**config.mk**
```make
export PLATFORM = sky130hd
export DESIGN_NAME = csfr_core
export DESIGN_NICKNAME = d
export VERILOG_FILES = /design/src/csfr_pkg.sv /design/src/csfr_alu_if.sv /design/src/csfr_core.sv /design/src/csfr_alu.sv
export SDC_FILE = /design/constraint.sdc
export NUM_CORES = 1
export LEC_CHECK = 0
export ABC_AREA = 1
export ABC_CLOCK_PERIOD_IN_PS = 2800
export BUFFER_PORTS_ARGS = -buffer_cell sky130_fd_sc_hd__buf_2
export CORE_MARGIN = 4
export CORE_UTILIZATION = 55
export CTS_CLUSTER_DIAMETER = 40
export DETAILED_ROUTE_END_ITERATION = 8
export PLACE_DENSITY_LB_ADDON = 0.3
export SLEW_MARGIN = 10
export SYNTH_ARGS = -nofsm -noshare
export SYNTH_HDL_FRONTEND = slang
export SYNTH_SLANG_ARGS = --single-unit
```
**constraint.sdc**
```tcl
create_clock -name clk -period 2.8 [get_ports clk]
set_input_delay 0.42 -clock clk [delete_from_list [all_inputs] [get_ports clk]]
set_output_delay 0.42 -clock clk [all_outputs]
set_load 0.01 [all_outputs]
```
**src/csfr_pkg.sv**
```systemverilog
package csfr_pkg;
  // register map, plain port addresses
  localparam logic [7:0] CSFR_ADDR_FLAGS   = 8'h03;
  localparam logic [7:0] CSFR_ADDR_OPTIONS = 8'h81;
  // flag register fields
  localparam int CSFR_BIT_CARRY  = 0;
  localparam int CSFR_BIT_NIBBLE = 1;
  localparam int CSFR_BIT_ZERO   = 2;
  localparam int CSFR_BIT_PWRDN    = 3;
  localparam int CSFR_BIT_TMOUT    = 4;
  localparam int CSFR_BIT_BANK_LO  = 5;
  localparam int CSFR_BIT_BANK_HI  = 6;
  localparam int CSFR_BIT_IND_BANK = 7;
  // option register fields
  localparam int CSFR_BIT_PSA    = 3;
  localparam logic [7:0] CSFR_FLAGS_RESET   = 8'h18;
  localparam logic [7:0] CSFR_OPTIONS_RESET = 8'hFF;
  localparam logic [7:0] CSFR_WMASK_ARITH   = 8'hF8;
  localparam logic [7:0] CSFR_WMASK_CLEAR   = 8'h1F;
  localparam logic [7:0] CSFR_BANK_SIZE     = 8'h80;
  // alu operations
  typedef enum logic [2:0] {
    CSFR_OP_NONE = 3'b000,
    CSFR_OP_ADD  = 3'b001,
    CSFR_OP_SUB  = 3'b010,
    CSFR_OP_RLF  = 3'b011,
    CSFR_OP_RRF  = 3'b100,
    CSFR_OP_LOGIC = 3'b101
  } csfr_op_t;
endpackage

```
**src/csfr_alu_if.sv**
```systemverilog
`timescale 1ns/1ps
`default_nettype none
interface csfr_alu_if;
  import csfr_pkg::*;
  csfr_op_t   op;
  logic [7:0] a;
  logic [7:0] b;
  logic       carry_in;
  logic [7:0] result;
  logic       carry;
  logic       nibble;
  logic       zero;
  modport core (output op, a, b, carry_in, input result, carry, nibble, zero);
  modport alu  (input op, a, b, carry_in, output result, carry, nibble, zero);
endinterface
`default_nettype wire

```
**src/csfr_core.sv**
```systemverilog
`timescale 1ns/1ps
`default_nettype none
module csfr_core (
  // clock and reset
  input  wire logic              clk,
  input  wire logic              nrst,
  // register port
  input  wire logic [7:0]        addr,
  input  wire logic [7:0]        wdata,
  input  wire logic              wr,
  input  wire logic              rd,
  output logic [7:0]             rdata,
  // instruction execution
  input  wire logic              exec,
  input  wire csfr_pkg::csfr_op_t alu_op,
  input  wire logic [7:0]        alu_a,
  input  wire logic [7:0]        alu_b,
  input  wire logic              affects_z,
  input  wire logic              affects_cdc,
  input  wire logic              clear_register_instr,
  input  wire logic [7:0]        dest_addr,
  output logic [7:0]             alu_result,
  // hardware events
  input  wire logic              sleep_instr,
  input  wire logic              watchdog_clear_instr,
  input  wire logic              watchdog_timeout,
  // banking and prescaler
  output logic [8:0]             direct_bank_base,
  output logic                   indirect_upper_pair,
  output logic                   prescale_to_timer,
  output logic                   prescale_to_watchdog,
  output logic                   first_timer_undivided
);
  import csfr_pkg::*;

  logic       rst_s1_q;
  logic       rst_s2_q;
  logic [7:0] flags_q;
  logic [7:0] flags_d;
  logic [7:0] opts_q;
  logic [7:0] opts_d;
  logic [7:0] rdata_q;
  logic [7:0] rdata_d;
  logic [7:0] result_q;
  logic [7:0] result_d;
  logic [8:0] base_q;
  logic [8:0] base_d;
  logic       ind_bank_q;
  logic       ind_bank_d;
  logic       psa_q;
  logic       psa_d;

  csfr_alu_if alu_bus ();

  csfr_alu u_alu (
    .bus (alu_bus.alu)
  );

  assign alu_bus.op       = exec ? alu_op : CSFR_OP_NONE;
  assign alu_bus.a        = alu_a;
  assign alu_bus.b        = alu_b;
  assign alu_bus.carry_in = flags_q[CSFR_BIT_CARRY];

  // reset release through two stages
  always_ff @(posedge clk or negedge nrst) begin
    if (!nrst) begin
      rst_s1_q <= 1'b0;
      rst_s2_q <= 1'b0;
    end else begin
      rst_s1_q <= 1'b1;
      rst_s2_q <= rst_s1_q;
    end
  end

  logic dest_flags;
  logic [7:0] wmask;
  logic [7:0] wval;
  always_comb begin
    flags_d  = flags_q;
    opts_d   = opts_q;
    result_d = result_q;
    wmask    = 8'h00;
    wval     = wdata;
    dest_flags = exec && (dest_addr == CSFR_ADDR_FLAGS);
    // instruction result lands in any register, flags included
    if (exec) begin
      result_d = clear_register_instr ? 8'h00 : alu_bus.result;
    end
    // alu flag updates
    if (exec && affects_z) begin
      flags_d[CSFR_BIT_ZERO] = clear_register_instr ? 1'b1 : alu_bus.zero;
    end
    if (exec && affects_cdc) begin
      flags_d[CSFR_BIT_CARRY]  = alu_bus.carry;
      flags_d[CSFR_BIT_NIBBLE] = alu_bus.nibble;
    end
    if (dest_flags) begin
      wval  = clear_register_instr ? 8'h00 : alu_bus.result;
      // start fully writable, then block what the alu owns
      wmask = 8'hFF;
      if (affects_z) begin
        wmask[CSFR_BIT_ZERO] = 1'b0;
      end
      if (affects_cdc) begin
        wmask[CSFR_BIT_NIBBLE] = 1'b0;
        wmask[CSFR_BIT_CARRY]  = 1'b0;
      end
      if (clear_register_instr) begin
        wmask = CSFR_WMASK_ARITH & ~CSFR_WMASK_CLEAR;
        flags_d[CSFR_BIT_ZERO] = 1'b1;
      end
    end else if (wr && addr == CSFR_ADDR_FLAGS) begin
      wmask = 8'hFF;
    end
    wmask[CSFR_BIT_TMOUT] = 1'b0;
    wmask[CSFR_BIT_PWRDN] = 1'b0;
    flags_d = (flags_d & ~wmask) | (wval & wmask);
    if (exec && (dest_addr == CSFR_ADDR_OPTIONS)) begin
      opts_d = clear_register_instr ? 8'h00 : alu_bus.result;
    end else if (wr && addr == CSFR_ADDR_OPTIONS) begin
      opts_d = wdata;
    end
    // hardware-only reset-cause updates win over writes
    if (sleep_instr) begin
      flags_d[CSFR_BIT_PWRDN] = 1'b0;
      flags_d[CSFR_BIT_TMOUT] = 1'b1;
    end
    if (watchdog_clear_instr) begin
      flags_d[CSFR_BIT_PWRDN] = 1'b1;
      flags_d[CSFR_BIT_TMOUT] = 1'b1;
    end
    if (watchdog_timeout) begin
      flags_d[CSFR_BIT_TMOUT] = 1'b0;
    end
  end

  always_comb begin
    // direct bank: code times bank size
    base_d = {flags_d[CSFR_BIT_BANK_HI], flags_d[CSFR_BIT_BANK_LO], 7'h00};
    ind_bank_d = flags_d[CSFR_BIT_IND_BANK];
    psa_d  = opts_d[CSFR_BIT_PSA];
    rdata_d = 8'h00;
    if (rd) begin
      unique case (addr)
        CSFR_ADDR_FLAGS:   rdata_d = flags_q;
        CSFR_ADDR_OPTIONS: rdata_d = opts_q;
        default:           rdata_d = 8'h00;
      endcase
    end
  end

  // power-up leaves timeout and power-down set
  always_ff @(posedge clk or negedge rst_s2_q) begin
    if (!rst_s2_q) begin
      flags_q  <= CSFR_FLAGS_RESET;
      opts_q   <= CSFR_OPTIONS_RESET;
      rdata_q  <= 8'h00;
      result_q <= 8'h00;
      base_q   <= 9'h000;
      ind_bank_q <= 1'b0;
      psa_q    <= 1'b1;
    end else begin
      flags_q  <= flags_d;
      opts_q   <= opts_d;
      rdata_q  <= rdata_d;
      result_q <= result_d;
      base_q   <= base_d;
      ind_bank_q <= ind_bank_d;
      psa_q    <= psa_d;
    end
  end

  assign rdata                 = rdata_q;
  assign alu_result            = result_q;
  assign direct_bank_base      = base_q;
  assign indirect_upper_pair   = ind_bank_q;
  // single prescaler, never both at once
  assign prescale_to_watchdog  = psa_q;
  assign prescale_to_timer     = ~psa_q;
  assign first_timer_undivided = psa_q;
endmodule // csfr_core
`default_nettype wire

```
**src/csfr_alu.sv**
```systemverilog
`timescale 1ns/1ps
`default_nettype none
module csfr_alu (
  csfr_alu_if.alu bus
);
  import csfr_pkg::*;
  logic [8:0] sum;
  logic [4:0] low;
  logic [7:0] opb;
  logic       cin;
  always_comb begin
    // subtraction adds the complement, so carry means no borrow
    opb = (bus.op == CSFR_OP_SUB) ? ~bus.b : bus.b;
    cin = (bus.op == CSFR_OP_SUB);
    sum = {1'b0, bus.a} + {1'b0, opb} + {8'h00, cin};
    low = {1'b0, bus.a[3:0]} + {1'b0, opb[3:0]} + {4'h0, cin};
    bus.result = sum[7:0];
    bus.carry  = sum[8];
    bus.nibble = low[4];
    unique case (bus.op)
      CSFR_OP_RLF: begin
        bus.result = {bus.a[6:0], bus.carry_in};
        bus.carry  = bus.a[7];
      end
      CSFR_OP_RRF: begin
        bus.result = {bus.carry_in, bus.a[7:1]};
        bus.carry  = bus.a[0];
      end
      CSFR_OP_LOGIC: bus.result = bus.a & bus.b;
      default: ;
    endcase
    bus.zero = (bus.result == 8'h00);
  end
endmodule // csfr_alu
`default_nettype wire

```
==> results_dict.tcl <==
set metrics [dict create \
    first_iter_violations 203 \
    antenna_left 0 \
    avgSynthCellArea_um2 7.39 \
    fin_crit_sh_pct 83.8 \
    wl_mm 6.66 \
    vdd_drop_max_mv 0.260 \
    clkSinkCount 34 \
    wire_per_inst_um 13.9 \
    final_util_pct 69.8 \
    grt_max_degree 33 \
    gr-total-overflow 0 \
    route.detailed.drc 0 \
    dr.pass1.iters 5 \
    yosysSeqAreaShare_pct 33.5 \
    clk_pin_slew_worst_paths_ns 0.07 \
    syn2layout_area_growth_pct 20.2 \
    antenna_found_initial 0 \
    ys_ff_latch 34 \
    postCtsSetupBuffers 0 \
    synthCells 349 \
    crit_path_max_fanout 9 \
    setup_viol 0 \
    portBuffers 75 \
    crit_path_end_kind "flip-flop" \
    rows 24 \
    clockRootBuffer "clkbuf_8" \
    hold_viol_final 0 \
    total_power_w 0.00140 \
    numCtsBuffers 5 \
    core_um2 4440 \
    yosys_warnings 0 \
    drive_gt1_share_pct 30.8 \
    syn_area_um2 2580 \
    finalMaxSlewViolations 0 \
    gp_congestion 0.977 \
    die_width_um 76.5 \
    p_leak_nw 1.62 \
    grt_usage_pct 23.4 \
    skew_ns 0.00548 \
    drv_cap 0 \
    clock.fmax_ghz 0.426 \
    pwr_density_cell_nw_per_um2 450 \
    status "finished clean" \
    path_class "in -> reg" \
    cp.required_ns 3.02 \
    pin_count 83 \
    viasPerCell 5.51 \
    grt_pass1_vias 2478 \
    fin_nets 493 \
    via_count 2648 \
    start_util_pct 58.1 \
    clockBufferDepth 2 \
    clock_latency_ns 0.29 \
    synth_cell_types 41 \
    n_antenna_cell 0 \
    chipHeight_um 76.5 \
    cts_tree "yes" \
    arrival_ns 2.57 \
    cts_max_level 2 \
    fin_tns_setup_ns 0 \
    die_area_um2 5850 \
    dp_hpwl_mm 5.38 \
    period_needed_ns 2.35 \
    ctsResizeCount 0 \
    cp-start-kind "input port" \
    grt_pass1_wl_mm 11.2 \
    hp-class "in -> reg" \
    rsz0062_at_grt "no" \
]
[worst paths after layout]
kind / from / end / slack, ns / depth (start not counted)
max in group asynchronous: rst_s2_q / opts_q[6] / 2.21 / 1
setup reg to reg: flip-flop / flags_q[2] / 1.47 / 9
hold reg to reg: rst_s2_q / alu_result[0] / 0.26 / 1
min in group asynchronous: rst_s2_q / alu_result[0] / 0.26 / 1
hold / removal: watchdog_timeout / flags_q[4] / 0.25 / 2
setup / recovery: alu_op[0] / flags_q[2] / 0.45 / 16
[final cells by class]
cell class	instances	area, um2
multi-input combinational	266	1480
fill	371	1340
sequential	34	863
timing repair buffer	80	415
inverter	42	165
clock buffer	6	82.6
tap	52	65.1
clock inverter	1	30.0
[worst max-delay path, stage by stage]
cell      delay, ns
buf_2          0.17
nor2_4         0.16
nand2_8        0.11
xnor2_1        0.14
ha_1           0.35
a21oi_1        0.28
inv_1          0.08
nand2_1        0.08
nand3_1        0.10
nand2_1        0.07
nand3_1        0.09
a21oi_1        0.16
nand3_1        0.09
o21bai_1       0.15
nand2_1        0.07
nand2_1        0.06
[through the flow]
| stage | setup slack (ns) | area [um2] | instances | hold slack, ns |
|---|---|---|---|---|
| after floorplan | 0.465 | 2600 | 355 | 0.124 |
| after CTS | 0.481 | 3100 | 481 | 0.245 |
| after detailed placement | 0.224 | 2980 | 473 | 0.206 |
| final | 0.452 | 3100 | 481 | 0.250 |
| after global routing | 0.238 | 3100 | 481 | 0.249 |
| after global placement | 0.282 | 2980 | 473 | 0.205 |
[cells in the mapped netlist]
| master | count | area [um2] |
|---|---|---|
| nand2_1 | 98 | 368 |
| nand3_1 | 36 | 180 |
| inv_1 | 35 | 131 |
| dfrtp_1 | 24 | 601 |
| a21oi_1 | 18 | 90.1 |
| nor2_1 | 18 | 67.6 |
| o21ai_0 | 12 | 60.1 |
| buf_4 | 10 | 75.1 |
| dfstp_2 | 10 | 263 |
| o211ai_1 | 10 | 75.1 |
| ha_1 | 9 | 113 |
| nand2_2 | 8 | 50.1 |
| nand4_1 | 7 | 43.8 |
| xnor2_1 | 6 | 52.6 |
| inv_2 | 4 | 15.0 |
| nand3_2 | 4 | 40.0 |
| a21oi_2 | 3 | 26.3 |
| inv_4 | 3 | 18.8 |
| o21bai_1 | 3 | 22.5 |
| conb_1 | 2 | 7.51 |
| nand2_4 | 2 | 22.5 |
| nor2_2 | 2 | 12.5 |
| nor2_4 | 2 | 22.5 |
| nor3_1 | 2 | 10.0 |
| o211ai_2 | 2 | 25.0 |
| o22ai_1 | 2 | 12.5 |
| or2_2 | 2 | 12.5 |
| xor2_1 | 2 | 17.5 |
| a21boi_4 | 1 | 18.8 |
| a31oi_1 | 1 | 6.26 |
| buf_1 | 1 | 3.75 |
| buf_6 | 1 | 11.3 |
| clkbuf_1 | 1 | 3.75 |
| fa_1 | 1 | 20.0 |
| nand2_8 | 1 | 20.0 |
| nand3b_1 | 1 | 7.51 |
| nor3_2 | 1 | 10.0 |
| nor4_4 | 1 | 21.3 |
| o2111ai_1 | 1 | 8.76 |
| o21ai_1 | 1 | 5.00 |
| o221ai_1 | 1 | 8.76 |
[power by group]
group	total (W)	switching, W	internal (W)
Sequential	0.000566	0.0000260	0.000540
Combinational	0.000376	0.000231	0.000145
Clock	0.000454	0.000169	0.000284
Total	0.00140	0.000427	0.000969
[kinds of logic (layout without fill, tap and decap cells)]
logic type	after synthesis	in the layout	share of synthesized area, %
compound gates	55	55	13.9
xor+xnor	8	8	2.72
fa+ha+maj	10	10	5.14
buf+inv	55	129	10.0
flops	34	34	33.5
other cells	2	8	0.291
simple gates	185	185	34.4
[timing repair]
action,4_1_cts,5_1_grt
hold endpoints to repair,2,0
hold buffers,1,0
endpoints found under the setup margin,0,0
[per-layer routing]
layer	vias up	share of wire, %	track usage [%]
met1	1206	40	27.5
met2	126	50	41.4
li1	1297	-	-
met5	-	0	0
met3	19	7.6	5.08
met4	0	2.2	8.70
[cells in the final DEF (no fill, tap or decap), types with 3 or more instances in the layout]
master    Yosys  layout
nand2_1      98      98
buf_2         0      75
nand3_1      36      36
inv_1        35      35
dfrtp_1      24      24
nor2_1       18      18
a21oi_1      18      18
o21ai_0      12      12
o211ai_1     10      10
dfstp_2      10      10
ha_1          9       9
nand2_2       8       8
conb_1        2       8
nand4_1       7       7
xnor2_1       6       6
clkbuf_8      0       6
nand3_2       4       4
inv_2         4       4
buf_4        10       4
inv_4         3       3
o21bai_1      3       3
a21oi_2       3       3
No activity file was read; power rests on OpenSTA's default activity.
